### src/ahpc_pkg.sv
// Shared constants and types for the converter host port control block
package ahpc_pkg;
	localparam int          AHPC_DATA_W        = 10;      // Parallel data port width
	localparam int          AHPC_MODE_POS      = 9;       // Status pin mode bit position
	localparam int          AHPC_DUAL_POS      = 6;       // Dual sample bit position
	localparam logic [9:0]  AHPC_CTRL_RST      = 10'h000; // Control register reset value
	localparam logic [9:0]  AHPC_MID_CODE      = 10'h000; // Twos complement midpoint code
	localparam int          AHPC_CLK_DIV       = 4;       // Fast clocks per conversion clock
	localparam int          AHPC_ACQ_CLKS      = 2;       // Conversion clocks to acquire
	localparam int          AHPC_CONV_CLKS     = 14;      // Conversion clocks per conversion
	localparam int          AHPC_SINGLE_HALF   = 39;      // Single limit, half periods (19.5)
	localparam int          AHPC_DUAL_HALF     = 67;      // Dual limit, half periods (33.5)
	localparam int          AHPC_MCLK_NS       = 20;      // Clock period in ns

	// Host bus pins as seen by the device
	typedef struct packed {
		logic       cs_n;   // Chip select, active low
		logic       rd_n;   // Read strobe, active low
		logic       wr_n;   // Store strobe, active low
		logic [9:0] din;    // Data bus level in
	} ahpc_bus_t;
endpackage

### src/ahpc_top.sv
// Host parallel port and status pin logic of a 10-bit converter
`timescale 1ns/1ps
module ahpc_top
	import ahpc_pkg::*;
#(
	parameter int CLK_DIV   = AHPC_CLK_DIV,  // Fast clocks per conversion clock
	parameter int ACQ_CLKS  = AHPC_ACQ_CLKS, // Acquisition length
	parameter int CONV_CLKS = AHPC_CONV_CLKS // Conversion length
)(
	input  wire logic                mclk,          // System clock, 50 MHz
	input  wire logic                sys_rst,       // Synchronous reset, high
	input  wire logic                clk_en,        // Clock enable
	input  wire ahpc_pkg::ahpc_bus_t bus,           // Host bus pins in
	input  wire logic [9:0]          sample_a,      // First channel sample
	input  wire logic [9:0]          sample_b,      // Second channel sample
	output logic [9:0]               data_out,      // Data bus drive value
	output logic [9:0]               data_oe_n,     // Data bus enable, low drives
	output logic                     conversion_status_n, // Busy or interrupt, low
	output logic [9:0]               ctrl_word      // Control register value
);
	import ahpc_pkg::*;

	logic       rd_q;          // Read strobe, previous level
	logic       wr_q;          // Store strobe, previous level
	logic       wr_cs_q;       // Select held during store
	logic       rd_fall;       // Selected read falling edge
	logic       wr_fall;       // Selected store falling edge
	logic       wr_rise;       // Store rising edge while selected
	logic       start_q;       // Start pulse to sequencer
	logic       conv_active;   // Sequencer running
	logic       conv_done;     // Last conversion done
	logic [9:0] conv_result;   // Latest result
	logic       int_flag;      // Latched interrupt
	logic       status_mode;   // Status pin mode bit
	logic [9:0] next_data;     // Next data bus value
	logic       sel_read;      // Select and read asserted
	logic       next_mode;     // Mode bit after this edge

	assign status_mode = ctrl_word[AHPC_MODE_POS];
	// A store that changes mode steers the pin from the same edge
	assign next_mode   = wr_rise ? bus.din[AHPC_MODE_POS] : status_mode;
	assign sel_read    = !bus.cs_n && !bus.rd_n;
	assign rd_fall     = rd_q && !bus.rd_n && !bus.cs_n;
	assign wr_fall     = wr_q && !bus.wr_n && !bus.cs_n;
	assign wr_rise     = !wr_q && bus.wr_n && wr_cs_q;

	////////////////////////////////////////////////////////////////////
	// Strobe edge history
	always_ff @(posedge mclk)
	begin
		if (sys_rst)
		begin
			rd_q    <= 1'b1;
			wr_q    <= 1'b1;
			wr_cs_q <= 1'b0;
		end
		else if (clk_en)
		begin
			rd_q    <= bus.rd_n;
			wr_q    <= bus.wr_n;
			wr_cs_q <= !bus.cs_n && !bus.wr_n;
		end
	end

	// Control register capture on store rising edge
	always_ff @(posedge mclk)
	begin
		if (sys_rst)
			ctrl_word <= AHPC_CTRL_RST;
		else if (clk_en && wr_rise)
			ctrl_word <= bus.din;
	end

	// Start pulse follows the store edge
	always_ff @(posedge mclk)
	begin
		if (sys_rst)
			start_q <= 1'b0;
		else if (clk_en)
			start_q <= wr_rise;
	end

	ahpc_conv #(
		.CLK_DIV   (CLK_DIV),
		.ACQ_CLKS  (ACQ_CLKS),
		.CONV_CLKS (CONV_CLKS)
	) u_conv (
		.mclk     (mclk),
		.sys_rst  (sys_rst),
		.clk_en   (clk_en),
		.start    (start_q),
		.dual     (ctrl_word[AHPC_DUAL_POS]),
		.sample_a (sample_a),
		.sample_b (sample_b),
		.active   (conv_active),
		.done     (conv_done),
		.result   (conv_result)
	);

	////////////////////////////////////////////////////////////////////
	// Interrupt latch; completion wins over a clearing edge
	always_ff @(posedge mclk)
	begin
		if (sys_rst)
			int_flag <= 1'b0;
		else if (clk_en)
		begin
			if (conv_done && status_mode)
				int_flag <= 1'b1;
			else if (rd_fall || wr_fall || !status_mode)
				int_flag <= 1'b0;
		end
	end

	// Status pin: busy or interrupt by mode
	always_ff @(posedge mclk)
	begin
		if (sys_rst)
			conversion_status_n <= 1'b1;
		else if (clk_en)
		begin
			if (!next_mode)
				conversion_status_n <= !(conv_active || start_q || wr_rise);
			else
				conversion_status_n <= !((conv_done || int_flag) && !(rd_fall || wr_fall)
					|| conv_done);
		end
	end

	// Data bus drive, enabled only on selected read
	always_comb
	begin
		next_data = conv_result;
	end

	always_ff @(posedge mclk)
	begin
		if (sys_rst)
		begin
			data_out  <= AHPC_MID_CODE;
			data_oe_n <= '1;
		end
		else if (clk_en)
		begin
			data_out  <= next_data;
			data_oe_n <= sel_read ? '0 : '1;
		end
	end

	////////////////////////////////////////////////////////////////////
	// Checks
	localparam int SGL_MAX = (AHPC_SINGLE_HALF * AHPC_CLK_DIV) / 2 + 8;
	localparam int DUL_MAX = (AHPC_DUAL_HALF * AHPC_CLK_DIV) / 2 + 8;
endmodule // ahpc_top

### src/ahpc_conv.sv
// Conversion sequencer: acquisition then one or two conversions
`timescale 1ns/1ps
module ahpc_conv
	import ahpc_pkg::*;
#(
	parameter int CLK_DIV    = AHPC_CLK_DIV,   // Fast clocks per conversion clock
	parameter int ACQ_CLKS   = AHPC_ACQ_CLKS,  // Acquisition length
	parameter int CONV_CLKS  = AHPC_CONV_CLKS  // Conversion length
)(
	input  wire logic        mclk,       // System clock
	input  wire logic        sys_rst,    // Synchronous reset
	input  wire logic        clk_en,     // Clock enable
	input  wire logic        start,      // Start pulse
	input  wire logic        dual,       // Two conversions
	input  wire logic [9:0]  sample_a,   // First channel sample
	input  wire logic [9:0]  sample_b,   // Second channel sample
	output logic             active,     // Sequence running
	output logic             done,       // Final conversion done pulse
	output logic [9:0]       result      // Latest result
);
	typedef enum logic [1:0] {AHPC_IDLE, AHPC_ACQ, AHPC_CONV} ahpc_cst_t;
	ahpc_cst_t  state;         // Sequencer state
	logic [7:0] div_cnt;       // Conversion clock divider
	logic [7:0] step;          // Conversion clock count in phase
	logic       second;        // Second conversion in progress
	logic       tick;          // One conversion clock
	logic       acq_end;       // Acquisition finished
	logic       conv_end;      // Conversion finished
	logic [9:0] held_b;        // Second sample held at acquisition

	assign tick     = (div_cnt == 8'(CLK_DIV - 1));
	assign acq_end  = tick && (step == 8'(ACQ_CLKS - 1));
	assign conv_end = tick && (step == 8'(CONV_CLKS - 1));

	////////////////////////////////////////////////////////////////////
	// Divider restarts on start so timing is aligned to the strobe
	always_ff @(posedge mclk)
	begin
		if (sys_rst)
			div_cnt <= 8'h00;
		else if (clk_en)
			div_cnt <= (start || tick) ? 8'h00 : div_cnt + 8'h01;
	end

	// Sequencer
	always_ff @(posedge mclk)
	begin
		if (sys_rst)
		begin
			state  <= AHPC_IDLE;
			step   <= 8'h00;
			second <= 1'b0;
			done   <= 1'b0;
			result <= AHPC_MID_CODE;
			held_b <= AHPC_MID_CODE;
		end
		else if (clk_en)
		begin
			done <= 1'b0;
			if (start)
			begin
				state  <= AHPC_ACQ;
				step   <= 8'h00;
				second <= 1'b0;
			end
			else
			begin
				case (state)
					AHPC_IDLE: step <= 8'h00;
					AHPC_ACQ:
					begin
						if (acq_end)
						begin
							state  <= AHPC_CONV;
							step   <= 8'h00;
							held_b <= sample_b;
						end
						else if (tick)
							step <= step + 8'h01;
					end
					AHPC_CONV:
					begin
						if (conv_end)
						begin
							step   <= 8'h00;
							result <= second ? held_b : sample_a;
							if (dual && !second)
								second <= 1'b1;
							else
							begin
								state <= AHPC_IDLE;
								done  <= 1'b1;
							end
						end
						else if (tick)
							step <= step + 8'h01;
					end
					default: state <= AHPC_IDLE;
				endcase
			end
		end
	end

	assign active = (state != AHPC_IDLE);
endmodule // ahpc_conv

### config.mk
export PLATFORM = sky130hd
export DESIGN_NAME = ahpc_top
export DESIGN_NICKNAME = d
export VERILOG_FILES = /design/src/ahpc_pkg.sv /design/src/ahpc_top.sv /design/src/ahpc_conv.sv
export SDC_FILE = /design/constraint.sdc
export NUM_CORES = 1
export LEC_CHECK = 0
export ABC_AREA = 1
export BUFFER_PORTS_ARGS = -buffer_cell sky130_fd_sc_hd__buf_4
export CORE_ASPECT_RATIO = 2
export CORE_UTILIZATION = 51
export DETAILED_ROUTE_END_ITERATION = 10
export PLACE_DENSITY = 0.76
export SLEW_MARGIN = 5
export SYNTH_ARGS = -nofsm -noshare
export SYNTH_HDL_FRONTEND = slang
export SYNTH_SLANG_ARGS = --single-unit
### constraint.sdc
create_clock -name mclk -period 2.3 [get_ports mclk]
set_input_delay 0.46 -clock mclk [delete_from_list [all_inputs] [get_ports mclk]]
set_output_delay 0.46 -clock mclk [all_outputs]
set_load 0.02 [all_outputs]
==> results of run 1 <==
## layer usage
| metal | GRT usage | routed length (um) | share of wire |
|---|---|---|---|
| met5 | 0 | 0 | 0 |
| met4 | 0.119 | 189 | 0.027 |
| met3 | 0.0478 | 202 | 0.029 |
| met2 | 0.430 | 3750 | 0.54 |
| met1 | 0.251 | 2790 | 0.40 |
## critical path, stage by stage, from the launching register on
cell and delay [ns]:
dfxtp_1 0.42, ha_1 0.20, nand3_1 0.08, nor2_1 0.17
nand2_2 0.08, inv_2 0.06, nand2_1 0.33, o21ai_0 0.35
a21oi_1 0.08
## path summary, 6_finish.rpt
kind,from,endpoint,slack (ns),depth (start not counted)
hold / removal,sample_b[3],u_conv.held_b[3]$_SDFFE_PP0P_,0.36,3
setup / recovery,u_conv.step[0]$_SDFFE_PP0P_,u_conv.result[8]$_SDFFE_PP0P_,0.39,8
setup reg to reg,u_conv.step[0]$_SDFFE_PP0P_,u_conv.result[8]$_SDFFE_PP0P_,0.39,8
hold reg to reg,rd_q$_SDFFE_PP1P_,rd_q$_SDFFE_PP1P_,0.46,2
## cell type report
type	count	area (um^2)
Clock inverter	6	115
Tap cell	61	76.3
Sequential cell	67	1340
Multi-Input combinational cell	292	1380
Fill cell	490	1880
Clock buffer	9	225
Timing Repair Buffer	70	538
Inverter	39	146
## layout by cell type (no fill, tap or decap), types with 4 or more instances in the layout
master     netlist  layout
a21oi_1         34      34
buf_4           11      69
clkbuf_16        0       9
dfxtp_1         67      67
ha_1             6       6
inv_1           35      35
nand2_1         76      76
nand2_2          4       4
nand3_1         21      21
nor2_1          74      74
nor3_1           8       8
o21ai_0         44      44
o21ai_1          6       6
## sequential cells by signal (all words and copies together), names as in the netlist, 2 cells and up
register and cells:
u_conv.held_b 10, u_conv.div_cnt 8, ctrl_word 10, u_conv.step 8, u_conv.state 2, data_out 10, u_conv.result 10
## kinds of logic (layout without fill, tap and decap cells)
| kind of cell | Yosys count | in the layout |
|---|---|---|
| AOI/OAI and AO/OA | 88 | 88 |
| xor gates and xnor gates | 1 | 1 |
| adders and majority gates | 6 | 6 |
| buffers and inverters | 67 | 124 |
| DFF | 67 | 67 |
| and+or+nand+nor | 197 | 197 |
## cell usage after synthesis (all sizes together)
cell type | n | area share
nor2 | 77 | 0.10
inv | 38 | 0.047
clkbuf | 13 | 0.017
a31o | 1 | 0.0029
nand3 | 21 | 0.035
or2 | 1 | 0.0021
a21oi | 35 | 0.059
o22ai | 1 | 0.0021
xor2 | 1 | 0.0029
buf | 15 | 0.036
o21ai | 50 | 0.083
clkinv | 1 | 0.0012
nand2 | 80 | 0.10
nand4 | 3 | 0.0062
nor3b | 3 | 0.0074
ha | 6 | 0.025
a21boi | 1 | 0.0025
nor3 | 9 | 0.019
and3 | 2 | 0.0041
nor4 | 1 | 0.0021
dfxtp | 67 | 0.44
## power by group
part	internal (mW)	total [mW]	switching (mW)
clock	1.05	1.55	0.491
sequential	1.18	1.20	0.0155
combinational	0.0974	0.214	0.117
total	2.33	2.96	0.624
==> results_dict.tcl, run 1 <==
set metrics [dict create \
    ys_seq_area_frac 0.443 \
    grt.total_usage 0.238 \
    final_layout_size_suffix_gt1_frac 0.205 \
    core_area_um2 5710 \
    clk_pin_slew_ns 0.05 \
    drtPass1Iterations 4 \
    worstSetupPathType "reg2reg" \
    cp_max_fo 20 \
    grt_pass1_vias 2789 \
    synth_cell_types 31 \
    peakVddDrop_mv 0.767 \
    final_cell_count_no_fill 544 \
    dieArea_um2 6270 \
    synth_compound_area_frac 0.149 \
    cts-resized-gates 0 \
    post-dp-hpwl_um 4820 \
    placed_area_um2 3490 \
    syn_nets 468 \
    avgSynthCellArea_um2 7.11 \
    via_per_inst 5.24 \
    antenna_found_initial 0 \
    worst_pin_slew_ns 0.614 \
    hold_path.class "in2reg" \
    setup_violations 0 \
    hold_viol 0 \
    vias 2849 \
    cts_tree "done" \
    synth_area_um2 3030 \
    die_h_um 111 \
    setup_slack_ns 0.388 \
    outcome "completed" \
    io_buffers 66 \
    muxShareOfSynthArea 0 \
    holdWs_ns 0.356 \
    synth_top_family_by_area "simple AND/OR/NAND/NOR gates" \
    die_w_um 56.5 \
    grt_pass1_wl_um 11900 \
    clk_latency_ns 0.32 \
    total_power_mw 2.96 \
    fin_area_um2 3830 \
    max_freq_mhz 523 \
    worstPathRequired_ns 2.48 \
    synth_fa_ha_area_frac 0.0248 \
    fin_crit_sh 0.831 \
    leakage_nw 1.71 \
    drc 0 \
    place_ws_ns 0.427 \
    grt_max_degree 40 \
    dpl.cell_count 529 \
    cts.sinks 67 \
    start_util 0.531 \
    dr.first_iter.drc_count 89 \
    post_drt_wl_per_cell_um 12.8 \
    clk_path_buf_depth 2 \
    ioPinCount 67 \
    synth-seq-cells 67 \
    numCtsBuffers 9 \
    syn_inst 426 \
    antenna_cells 0 \
    worstSetupEndpointType "register" \
    skew_ns 0.00438 \
    post_cts_buffers 0 \
    ys_warn_count 0 \
    drv_cap 0 \
    root_buffer "clkbuf_16" \
    routed_wl_um 6940 \
    final_util 0.670 \
    hold_buffers 0 \
    synth_xor_xnor_area_share 0.00289 \
    area_growth_pct 26.3 \
    grt.overflow.total 0 \
    relSlewSlack 0.587 \
    power_density_nw_per_um2 773 \
    rsz0062_at_grt "no" \
    final_nets 521 \
    fp-row-count 39 \
    arrival_ns 2.10 \
    critPathLaunchType "register" \
    yosys.area_share.simple 0.280 \
    htree_levels 3 \
    place.gp.congestion 0.842 \
    ant_nets 0 \
    fin_tns_setup_ns 0 \
    finalCriticalPeriod_ns 1.91 \
    slew_viol_final 0 \
]
(Power assumes the default switching activity.)
==> run 2, diff against run 1 <==
- ABC_AREA: 1 -> 0
- PLACE_DENSITY: 0.76 -> 0.75
- clock period: 2.3 -> 2 ns (I/O delays scaled with it)
==> results_dict.tcl, run 2 <==
set metrics [dict create \
    layout_common_cells "buf_4 (82), dfxtp_1 (65), nor2_1 (52)" \
    clk_latency_ns 0.33 \
    drc 1 \
    clk_path_buf_depth 2 \
    outcome "complete, but fails checks" \
    fin_crit_sh 0.982 \
    ant_nets 0 \
    holdWs_ns 0.306 \
    synth_area_um2 3160 \
    hold_viol 0 \
    vias 2677 \
    setup_violations 0 \
    cts_tree "done" \
    post-synth-top-count-cell "dfxtp_1" \
    antenna_cells 0 \
    clk_pin_slew_ns 0.05 \
    fin_area_um2 4100 \
    start_util 0.526 \
    grt.overflow.total 0 \
    skew_ns 0.00475 \
    worstPathRequired_ns 2.21 \
    post-dp-hpwl_um 5290 \
    ys.flop_type "dfxtp_1" \
    fin_tns_setup_ns 0 \
    failed_checks "DRC" \
    power_density_nw_per_um2 728 \
    comb_power_share 0.061 \
    numCtsBuffers 9 \
    via_per_inst 5.51 \
    wl_met2_um 4150 \
    fp-row-count 40 \
    post_drt_wl_per_cell_um 15.3 \
    wl_met1_um 2830 \
    hold_buffers 0 \
    seqPwrFrac 0.452 \
    ys_seq_area_frac 0.425 \
    root_buffer "clkbuf_16" \
    drtPass1Iterations 9 \
    place_ws_ns -0.0139 \
    final_nets 460 \
    area_growth_pct 29.8 \
    route.met3.wl_um 181 \
    routed_wl_um 7420 \
    critPathMaxStageDelay_ns 0.47 \
    slowest_stage "or4b_4" \
    synthTopCellsByCount "dfxtp_1 (67), nor2_1 (52), mux2i_1 (36), nand2_1 (36), a21oi_1 (18)" \
    cp_max_fo 6 \
    grt_pass1_vias 2647 \
    relSlewSlack 0.703 \
    core_area_um2 6010 \
    crit_chain "inv_2 > ha_4 > or4b_4 > nor4_4 > o22ai_4 > a21oi_2 > mux2i_1" \
    drv_cap 0 \
    worst_pin_slew_ns 0.439 \
    ioPinCount 67 \
    max_freq_mhz 509 \
    htree_levels 3 \
    synth_area_leader_cell "dfxtp_1" \
    place.gp.congestion 0.912 \
    avgSynthCellArea_um2 9.05 \
    p_int_mw 2.33 \
    syn_nets 391 \
    synth.top_cell.area_share 0.425 \
    switchingPower_mw 0.653 \
    syn_inst 349 \
    mostFrequentLayoutCell "buf_4" \
    placed_area_um2 3730 \
    slew_viol_final 0 \
    dr.first_iter.drc_count 78 \
    critPathLaunchType "register" \
    leakage_nw 1.60 \
    arrival_ns 2.17 \
    worstSetupEndpointType "register" \
    p_sw_frac 0.219 \
    peakVddDrop_mv 0.714 \
    cts.sinks 67 \
    setup_slack_ns 0.0355 \
    grt.total_usage 0.241 \
    finalCriticalPeriod_ns 1.96 \
    die_w_um 57.7 \
    synth_area_leaders "dfxtp_1 (42%), mux2i_1 (11%), nor2_1 (6.2%)" \
    final_layout_size_suffix_gt1_frac 0.314 \
    ys_warn_count 0 \
    total_power_mw 2.99 \
    dr.max_layer_used "met4" \
    hold_path.class "in2reg" \
    worstSetupPathType "reg2reg" \
    synth_cell_types 53 \
    dieArea_um2 6530 \
    grt_max_degree 29 \
    synth_edf_count 0 \
    pwr-share-clk 0.487 \
    io_buffers 66 \
    antenna_found_initial 0 \
    rsz0062_at_grt "yes" \
    grt_pass1_wl_um 12000 \
    synth-seq-cells 67 \
    synth_async_sr_flop_share 0 \
    die_h_um 113 \
]
run 2: area by class of cell:
class                      instances  area (um^2)
fill                             504         1910
clock inverter                     4         25.0
timing repair buffer              85          658
sequential                        67         1340
tap                               63         78.8
inverter                           7         26.3
multi-input combinational        248         1710
clock buffer                      12          256
run 2: metrics by stage:
step / instances / utilization
global placement: 467 / 0.622
finish: 486 / 0.683
CTS: 484 / 0.671
floorplan: 349 / -
global route: 486 / 0.683
detailed placement: 467 / 0.622
run 2: worst paths after layout:
kind	start	depth (start not counted)	to	slack (ns)
max reg2reg	u_conv.step[1]$_SDFFE_PP0P_	7	u_conv.step[0]$_SDFFE_PP0P_	0.04
min	sample_b[7]	3	u_conv.held_b[7]$_SDFFE_PP0P_	0.31
max	u_conv.step[1]$_SDFFE_PP0P_	7	u_conv.step[0]$_SDFFE_PP0P_	0.04
min reg2reg	ctrl_word[2]$_SDFFE_PP0P_	2	ctrl_word[2]$_SDFFE_PP0P_	0.46
run 2: cell families after synthesis:
logic type,after synthesis,synth area share
buf+inv,34,0.0551
simple gates,146,0.237
flops,67,0.425
xor+xnor,9,0.0249
compound gates,51,0.120
fa+ha+maj,6,0.0238
mux,36,0.114
run 2: power groups by stage:
stage,Clock [mW],Sequential [mW],Combinational [mW]
2_1_floorplan,0,1.38,0.0924
4_1_cts,1.48,1.35,0.181
6_report,1.45,1.35,0.182
3_3_place_gp,0,1.38,0.178
5_1_grt,1.54,1.35,0.196
3_5_place_dp,0,1.38,0.180
run 2: critical path, delay by kind of cell (launching register included):
kind	cells	cell delay [ns]
multiplexers	1	0.09
flip-flops	1	0.32
AO/OA/AOI/OAI	2	0.34
buffers and inverters	1	0.07
AND/OR/NAND/NOR	2	0.89
adder cells (fa/ha/maj)	1	0.13
run 2: timing repair:
action / CTS / global route
resized for setup: 2 / 11
setup endpoints to repair: 2 / 26
setup buffers: 1 / 2
pin swaps: 1 / 8
cloned: 0 / 0
run 2: metal layers:
metal  global-route usage  vias to the layer above
met2                0.435                       51
met4                0.116                        0
li1                     -                     1336
met5                    0                        -
met3               0.0709                       25
met1                0.244                     1265
==> run 3, diff against run 2 <==
- CORE_MARGIN: unset -> 3
- SLEW_MARGIN: 5 -> unset
==> results_dict.tcl, run 3 (same netlist as run 2, synthesis figures left out) <==
set metrics [dict create \
    area_growth_pct 31.2 \
    slowest_stage "or4b_4" \
    critPathMaxStageDelay_ns 0.52 \
    finalCriticalPeriod_ns 1.93 \
    cp-startpoint "u_conv.div_cnt[1]$_SDFFE_PP0P_" \
    critPathLaunchType "register" \
    dieArea_um2 7230 \
    worstPathRequired_ns 2.21 \
    arrival_ns 2.15 \
    grt_max_degree 48 \
    start_util 0.526 \
    peakVddDrop_mv 0.788 \
    hold_buffers 0 \
    setup_violations 0 \
    post_drt_wl_per_cell_um 15.8 \
    final_nets 461 \
    ioPinCount 67 \
    drc 0 \
    die_h_um 117 \
    hp-start "sys_rst" \
    worstSetupEndpointType "register" \
    placed_area_um2 3730 \
    final_util 0.690 \
    fp-row-count 40 \
    io_buffers 66 \
    fin_crit_sh 0.967 \
    worstSetupPathType "reg2reg" \
    grt_pass1_vias 2759 \
    final_cell_count_no_fill 487 \
    slew_viol_final 0 \
    cts.sinks 67 \
    leakage_nw 1.62 \
    rsz0062_at_grt "yes" \
    power_density_nw_per_um2 784 \
    skew_ns 0.00317 \
    antenna_cells 0 \
    grt_pass1_wl_um 12600 \
    htree_levels 3 \
    fin_area_um2 4150 \
    drtPass1Iterations 4 \
    max_freq_mhz 517 \
    cp_max_fo 6 \
    die_w_um 61.7 \
    clk_path_buf_depth 2 \
    final_layout_size_suffix_gt1_frac 0.316 \
    setup_slack_ns 0.0650 \
    grt.total_usage 0.232 \
    cp_top_family "simple AND/OR/NAND/NOR gates" \
    r2r-start "u_conv.div_cnt[1]$_SDFFE_PP0P_" \
    dpl.cell_count 467 \
    numCtsBuffers 9 \
    crit_chain "ha_4 > or4b_4 > nor4_4 > o22ai_4 > a21oi_2 > o22ai_1" \
    worst_pin_slew_ns 0.539 \
    mostFrequentLayoutCell "buf_4" \
    via_per_inst 5.62 \
    cts_tree "done" \
    layout_common_cells "buf_4 (84), dfxtp_1 (64), nor2_1 (52)" \
    clk_pin_slew_ns 0.05 \
    place.gp.congestion 0.892 \
    hold_path.class "in2reg" \
    drv_cap 0 \
    vias 2738 \
    routed_wl_um 7700 \
    clk_latency_ns 0.33 \
    dr.first_iter.drc_count 148 \
    hold_viol 0 \
    core_area_um2 6010 \
    outcome "completed" \
    place_ws_ns -0.0718 \
    root_buffer "clkbuf_16" \
    ant_nets 0 \
    crit_buf_inv 0 \
    relSlewSlack 0.641 \
    post-dp-hpwl_um 5430 \
    grt.overflow.total 0 \
    antenna_found_initial 0 \
]
run 3: cell types whose count changed in the layout (fill, tap and decap cells not counted), sizes merged:
cell	previous run	this run
clkinv	2	1
clkinvlp	2	1
buf	85	86
bufinv	0	2
run 3: through the flow:
| stage | hold slack (ns) | TNS, ns | total power [mW] |
|---|---|---|---|
| floorplan | 0.442 | 0 | 1.47 |
| detailed placement | 0.449 | -0.139 | 1.56 |
| finish | 0.295 | 0 | 3.25 |
| global route | 0.296 | -0.120 | 3.35 |
| CTS | 0.292 | 0 | 3.27 |
| global placement | 0.444 | 0 | 1.56 |
run 3: worst paths after layout:
| path | endpoint | slack (ns) | cells past startpoint |
|---|---|---|---|
| worst max-delay path | u_conv.step[1]$_SDFFE_PP0P_ | 0.07 | 6 |
| worst min-delay path | int_flag$_SDFFE_PP0P_ | 0.30 | 2 |
| worst max register to register | u_conv.step[1]$_SDFFE_PP0P_ | 0.07 | 6 |
| worst min register to register | ctrl_word[3]$_SDFFE_PP0P_ | 0.45 | 2 |
run 3: per-layer routing:
metal  global-route usage  part of all wire  up-vias
met5                    0                 0        -
met4                0.133             0.037        0
met3               0.0617             0.035       23
met2                0.395              0.57       66
met1                0.237              0.36     1304
li1                     -                 -     1345
run 3: layout make-up:
cell class | instances | area (um^2)
flip-flops and latches | 67 | 1350
repair buffers | 86 | 662
well taps | 63 | 78.8
clock inverters | 4 | 72.6
multi-input cells | 248 | 1700
inverters | 7 | 26.3
clock buffers | 12 | 256
fillers | 497 | 1860
run 3: what timing repair did:
action,in CTS,in global routing
setup buffers,1,3
pin swaps,2,6
gates cloned,0,0
resized for setup,3,8
setup endpoints to repair,3,30
run 3: report_power, final:
group / leakage [nW] / internal (mW) / switching (mW)
logic: 0.924 / 0.0932 / 0.0939
clock network: 0.159 / 1.16 / 0.556
registers: 0.542 / 1.34 / 0.00783
